--- src/hw/ptt_consts.svh ---
`ifndef PTT_CONSTS_SVH
`define PTT_CONSTS_SVH
// register byte offsets
`define PTT_OFS_MODE 8'h00
`define PTT_OFS_STATUS 8'h04
`define PTT_OFS_VALUE_CLR 8'h08
`define PTT_OFS_VALUE_IMG 8'h0c
`define PTT_OFS_IRQ_CLR 8'h10
`define PTT_OFS_IRQ_EN 8'h14
// mode register fields
`define PTT_MODE_LIMIT_LSB 0
`define PTT_MODE_ON_BIT 24
`define PTT_MODE_IEN_BIT 25
// value and image register fields
`define PTT_VAL_COUNT_LSB 0
`define PTT_VAL_TALLY_LSB 20
// status, clear and enable bit of the interval-reached flag
`define PTT_FLAG_BIT 0
// reset values
`define PTT_RST_LIMIT 20'hf_ffff
`define PTT_RST_IRQ_EN 1'b1
// time base: master clock divided by this figure
`define PTT_CLK_DIV 16
`endif

--- src/hw/ptt_pkg.sv ---
`default_nettype none
package ptt_pkg;
  localparam int PTT_COUNT_W = 20;
  localparam int PTT_TALLY_W = 12;
  typedef logic [PTT_COUNT_W-1:0] ptt_count_t;
  typedef logic [PTT_TALLY_W-1:0] ptt_tally_t;
  typedef logic [3:0] ptt_presc_t;
  // whole state of the timer
  typedef struct packed {
    ptt_presc_t presc;
    ptt_count_t count;
    ptt_tally_t tally;
    ptt_count_t limit;
    logic timer_on;
    logic mode_ien;
    logic running;
    logic flag;
    logic irq_en;
    logic irq;
    logic [31:0] rdata;
  } ptt_state_s;
endpackage : ptt_pkg
`default_nettype wire

--- src/hw/ptt_timer.sv ---
// Implementation choice: the address-and-strobe port.
`timescale 1ns/1ns
`default_nettype none
`include "ptt_consts.svh"
module ptt_timer
  import ptt_pkg::*;
#(
  parameter int CLK_DIV = `PTT_CLK_DIV
) (
  input wire logic CLK_SYS_I,
  input wire logic RST_N_I,
  input wire logic DEBUG_HALT_I,
  input wire logic [7:0] ADDR_I,
  input wire logic [31:0] WDATA_I,
  input wire logic WR_I,
  input wire logic RD_I,
  output logic [31:0] RDATA_O,
  output logic IRQ_O
);

  localparam ptt_presc_t PRESC_LAST = ptt_presc_t'(CLK_DIV - 1);

  logic rst_meta_q;
  logic rst_n_q;
  ptt_state_s st_q;
  ptt_state_s st_d;
  logic tick;
  logic wrap;
  logic wr_mode;
  logic rd_clr;
  logic rd_img;

  // reset release is synchronised so every flop leaves reset on the same edge
  always_ff @(posedge CLK_SYS_I or negedge RST_N_I) begin
    if (!RST_N_I) begin
      rst_meta_q <= 1'b0;
      rst_n_q <= 1'b0;
    end else begin
      rst_meta_q <= 1'b1;
      rst_n_q <= rst_meta_q;
    end
  end

  // decoded bus strokes
  assign wr_mode = WR_I && (ADDR_I == `PTT_OFS_MODE);
  assign rd_clr = RD_I && (ADDR_I == `PTT_OFS_VALUE_CLR);
  assign rd_img = RD_I && (ADDR_I == `PTT_OFS_VALUE_IMG);

  // prescaler terminal count; frozen in debug so no tick is owed afterwards
  assign tick = (st_q.presc == PRESC_LAST) && !DEBUG_HALT_I;
  assign wrap = tick && st_q.running && (st_q.count == st_q.limit);

  // next state
  always_comb begin
    st_d = st_q;
    // divider idles in debug state
    if (!DEBUG_HALT_I) begin
      st_d.presc = tick ? '0 : st_q.presc + 4'h1;
    end
    // counting; limit + 1 ticks per interval since 0 is counted too
    if (tick && st_q.running) begin
      if (wrap) begin
        st_d.count = '0;
        st_d.tally = st_q.tally + 12'h001;
      end else begin
        st_d.count = st_q.count + 20'h0_0001;
      end
    end
    // the on-bit only reaches the counter while it rests at zero
    if (st_q.count == '0) begin
      st_d.running = st_q.timer_on;
    end
    // mode write touches only the settings, never the counters
    if (wr_mode) begin
      st_d.limit = WDATA_I[`PTT_MODE_LIMIT_LSB +: PTT_COUNT_W];
      st_d.timer_on = WDATA_I[`PTT_MODE_ON_BIT];
      st_d.mode_ien = WDATA_I[`PTT_MODE_IEN_BIT];
    end
    if (WR_I && (ADDR_I == `PTT_OFS_IRQ_EN)) begin
      st_d.irq_en = WDATA_I[`PTT_FLAG_BIT];
    end
    // acknowledge: a wrap in the same cycle survives as tally one, flag set
    if (rd_clr) begin
      st_d.tally = wrap ? 12'h001 : 12'h000;
      st_d.flag = 1'b0;
    end
    if (WR_I && (ADDR_I == `PTT_OFS_IRQ_CLR) && WDATA_I[`PTT_FLAG_BIT]) begin
      st_d.flag = 1'b0;
    end
    // set wins over either clear
    if (wrap) begin
      st_d.flag = 1'b1;
    end
    // level interrupt from next state so it tracks the flag with no lag
    st_d.irq = st_d.flag && st_d.mode_ien && st_d.irq_en;
    // read data stands only in the cycle after the strobe
    st_d.rdata = '0;
    if (RD_I) begin
      case (ADDR_I)
        `PTT_OFS_MODE: begin
          st_d.rdata[`PTT_MODE_LIMIT_LSB +: PTT_COUNT_W] = st_q.limit;
          st_d.rdata[`PTT_MODE_ON_BIT] = st_q.timer_on;
          st_d.rdata[`PTT_MODE_IEN_BIT] = st_q.mode_ien;
        end
        `PTT_OFS_STATUS: begin
          st_d.rdata[`PTT_FLAG_BIT] = st_q.flag;
        end
        `PTT_OFS_VALUE_CLR, `PTT_OFS_VALUE_IMG: begin
          st_d.rdata[`PTT_VAL_COUNT_LSB +: PTT_COUNT_W] = st_q.count;
          st_d.rdata[`PTT_VAL_TALLY_LSB +: PTT_TALLY_W] = st_q.tally;
        end
        `PTT_OFS_IRQ_EN: begin
          st_d.rdata[`PTT_FLAG_BIT] = st_q.irq_en;
        end
        default: begin
          st_d.rdata = '0; // unmapped and write-only read as zero
        end
      endcase
    end
  end

  // state register; timer is off after reset
  always_ff @(posedge CLK_SYS_I or negedge rst_n_q) begin
    if (!rst_n_q) begin
      st_q <= '0;
      st_q.limit <= `PTT_RST_LIMIT;
      st_q.irq_en <= `PTT_RST_IRQ_EN;
    end else begin
      st_q <= st_d;
    end
  end

  assign RDATA_O = st_q.rdata;
  assign IRQ_O = st_q.irq;
endmodule : ptt_timer
`default_nettype wire

--- config.mk ---
export PLATFORM = sky130hd
export DESIGN_NAME = ptt_timer
export DESIGN_NICKNAME = d
export VERILOG_FILES = /design/src/hw/ptt_pkg.sv /design/src/hw/ptt_timer.sv
export VERILOG_INCLUDE_DIRS = /design/src /design/src/hw
export SDC_FILE = /design/constraint.sdc
export NUM_CORES = 1
export LEC_CHECK = 0
export BUFFER_PORTS_ARGS = -buffer_cell sky130_fd_sc_hd__buf_2
export CAP_MARGIN = 20
export CORE_UTILIZATION = 51
export DETAILED_ROUTE_END_ITERATION = 8
export PLACE_DENSITY = 0.83
export REMOVE_ABC_BUFFERS = 1
export SLEW_MARGIN = 20
export SYNTH_ARGS = -nofsm -noshare
export SYNTH_HDL_FRONTEND = slang
export SYNTH_SLANG_ARGS = --single-unit
--- constraint.sdc ---
create_clock -name CLK_SYS_I -period 2.9 [get_ports CLK_SYS_I]
set_input_delay 0.145 -clock CLK_SYS_I [delete_from_list [all_inputs] [get_ports CLK_SYS_I]]
set_output_delay 0.145 -clock CLK_SYS_I [all_outputs]
set_load 0.02 [all_outputs]
==> flow_summary.json <==
{
  "powerDensity_mw_per_mm2": 469,
  "slowest_stage": "dfrtp_1",
  "num_antenna_cells": 0,
  "drt_iter0_markers": 189,
  "async_reset_ff_frac": 1.00,
  "hp-class": "in2reg",
  "avgSynthCellArea_um2": 11.2,
  "wire_per_inst_um": 16.9,
  "synth_top_flop_cell": "dfrtp_1",
  "initial_core_util": 0.534,
  "rows": 34,
  "dpl.hpwl_mm": 6.66,
  "fp.dieArea_mm2": 0.00960,
  "finalHoldViolations": 0,
  "clk_latency_ps": 370,
  "numPortBuffers": 67,
  "syn_area_mm2": 0.00470,
  "routed_wl_mm": 9.79,
  "peakVddDrop_uv": 272,
  "nNetsFinal": 517,
  "cp-startpoint": "st_q[90]",
  "grt_usage": 0.222,
  "yosysSeqAreaShare": 0.517,
  "min_from": "WDATA_I[2]",
  "ys_ff_latch": 96,
  "numCtsBuffers": 9,
  "synthCells": 421,
  "leakagePower_nw": 2.56,
  "critPathKind": "reg2reg",
  "fin_setup_tns_ps": 0,
  "synthDistinctLibCells": 46,
  "drtPass1Iterations": 7,
  "cts_hold_repair.buffers": 18,
  "gp_congestion": 0.853,
  "via_count": 3396,
  "required_ps": 3140,
  "slew_viol_final": 0,
  "worst_slew_pin_slew_ps": 711,
  "antenna_found_initial": 0,
  "die_x_um": 98.0,
  "grt_max_degree": 58,
  "cp_cell_sequence": "ha_1 -> and4b_1 -> and2_1 -> nand3_1 -> nor2_1 -> buf_4 -> o22ai_1",
  "worstPathArrival_ps": 2690,
  "path_clk_slew_ps": 90,
  "pin_count": 78,
  "utilization": 0.596,
  "r2r_setup_slack_ps": 450,
  "worst_setup_path_end_kind": "flip-flop",
  "ctsResizeCount": 0,
  "cp.buffers_inverters": 1,
  "coreArea_mm2": 0.00881,
  "fmax_ghz": 0.408,
  "violations": "DRC",
  "cp_top_family": "simple AND/OR/NAND/NOR gates",
  "first_global_vias": 3498,
  "finalSetupViolCount": 0,
  "drv_cap": 0,
  "ys_warn_count": 0,
  "cpPeakStageDelay_ps": 420,
  "synth_edf_count": 0,
  "htree_levels": 3,
  "clock_skew_ps": 12.8,
  "r2r-start": "st_q[90]",
  "cts_root_buf": "clkbuf_8",
  "cts_setup_buffers": 0,
  "cts_tree": "built",
  "antenna_left": 0,
  "post-route-period-util": 0.845,
  "relSlewSlack": 0.526,
  "cts_sinks": 96,
  "vias_per_cell": 5.86,
  "grt_pass1_wl_mm": 16.7,
  "rsz0062_at_grt": "no",
  "drive_gt1_frac": 0.269,
  "dieHeight_um": 98.0,
  "path_max_fanout": 19,
  "grt-ovfl-total": 0,
  "period_needed_ps": 2450,
  "start_kind": "flip-flop",
  "drc_errors": 6,
  "status": "complete, but fails checks",
  "clk_path_buf_depth": 2,
  "area.growth.synth_to_final_pct": 11.6
}
placed cells by master, fill, tap and decap left out, types with 3 or more instances in the layout:
| cell type | count |
|---|---|
| a21oi_1 | 9 |
| a22o_1 | 20 |
| and2_1 | 15 |
| and3_1 | 3 |
| and4_1 | 3 |
| buf_2 | 67 |
| buf_4 | 5 |
| clkbuf_8 | 9 |
| clkinv_2 | 3 |
| dfrtp_1 | 74 |
| dfstp_2 | 21 |
| dlygate4sd3_1 | 18 |
| ha_1 | 4 |
| inv_1 | 7 |
| mux2_1 | 18 |
| mux2_2 | 6 |
| mux2i_1 | 5 |
| nand2_1 | 20 |
| nand2b_1 | 3 |
| nand3_1 | 13 |
| nand4_1 | 7 |
| nor2_1 | 28 |
| nor3_1 | 13 |
| nor4_1 | 10 |
| nor4_2 | 4 |
| o21ai_0 | 3 |
| o31ai_1 | 9 |
| or4_1 | 9 |
| xnor2_1 | 16 |
| xor2_1 | 24 |
layout make-up:
cell class                      count  area [um^2]
Tap cell                          108          135
Fill cell                         707         3560
Sequential cell                    96         2430
Clock inverter                      6         61.3
Clock buffer                        9          124
Multi-Input combinational cell    263         1890
Timing Repair Buffer               91          573
Inverter                            7         26.3
synth_stat cells (2+ instances only):
library cell   n  area, um^2
nand3_1       13        65.1
dfrtp_1       75        1880
nor4_2         4        50.1
nand2_1       20        75.1
dfstp_2       21         552
or4_1          9        67.6
or2_2          2        12.5
buf_4         32         240
ha_1           4        50.1
xor2_1        24         210
o31ai_1        9        67.6
a21oi_1        9        45.0
mux2_2         6        67.6
buf_2         13        65.1
clkbuf_1       8        30.0
or3_1          2        12.5
nand4_1        7        43.8
and2_1        15        93.8
nor3_1        14        70.1
o22ai_1        2        12.5
xnor2_1       16         140
inv_1          7        26.3
and4_1         3        26.3
o21ai_0        3        15.0
and3_1         3        18.8
nor2_1        28         105
buf_6          2        22.5
nand2b_1       3        18.8
mux2_1        18         203
mux2i_1        5        50.1
nor4_1        10        62.6
a22o_1        20         175
kinds of logic (layout without fill, tap and decap cells):
family	count (synthesis)	count (layout)	share of synthesized area
and+or+nand+nor	139	139	0.167
AOI/OAI and AO/OA	50	50	0.0801
xor gates and xnor gates	40	40	0.0745
other	1	1	0.000798
DFF	96	96	0.517
buffers and inverters	62	113	0.0817
adders and majority gates	4	4	0.0106
muxes	29	29	0.0681
metrics by stage:
stage	setup slack [ps]	cell area (um^2)	hold WS [ps]	cells	power (W)
finish	450	5250	9.52	580	0.00246
global placement	597	4880	-69.7	547	0.00161
global route	302	5250	0.128	580	0.00256
CTS	481	5250	0.373	580	0.00248
floorplan	64.6	4340	-151	366	0.00156
detailed placement	508	4880	-67.5	547	0.00163
per-layer routing:
layer,track usage,routed length [um],share of wire,vias to the layer above
li1,-,-,-,1542
met1,0.280,4040,0.41,1685
met2,0.367,4900,0.50,144
met3,0.0494,563,0.058,25
met4,0.0979,282,0.029,0
met5,0,0,0,-
sequential cells by signal, indices dropped and copies added (netlist names):
register	cells
IRQ_O	1
RDATA_O	32
rst_meta_q	1
rst_n_q	1
st_q	61
where the power goes:
part / internal (W) / switching, W / total [W]
clock network: 0.000391 / 0.000454 / 0.000845
registers: 0.00139 / 0.0000555 / 0.00145
logic: 0.0000921 / 0.0000776 / 0.000170
final timing paths:
path / endpoint / depth (start not counted)
worst max-delay path: st_q[71] / 7
worst min-delay path: st_q[40] / 2
worst max register to register: st_q[71] / 7
worst min register to register: rst_n_q / 0
max in group asynchronous: st_q[56] / 1
min in group asynchronous: rst_n_q / 2
Note: power is estimated with default switching activity, not from simulation.
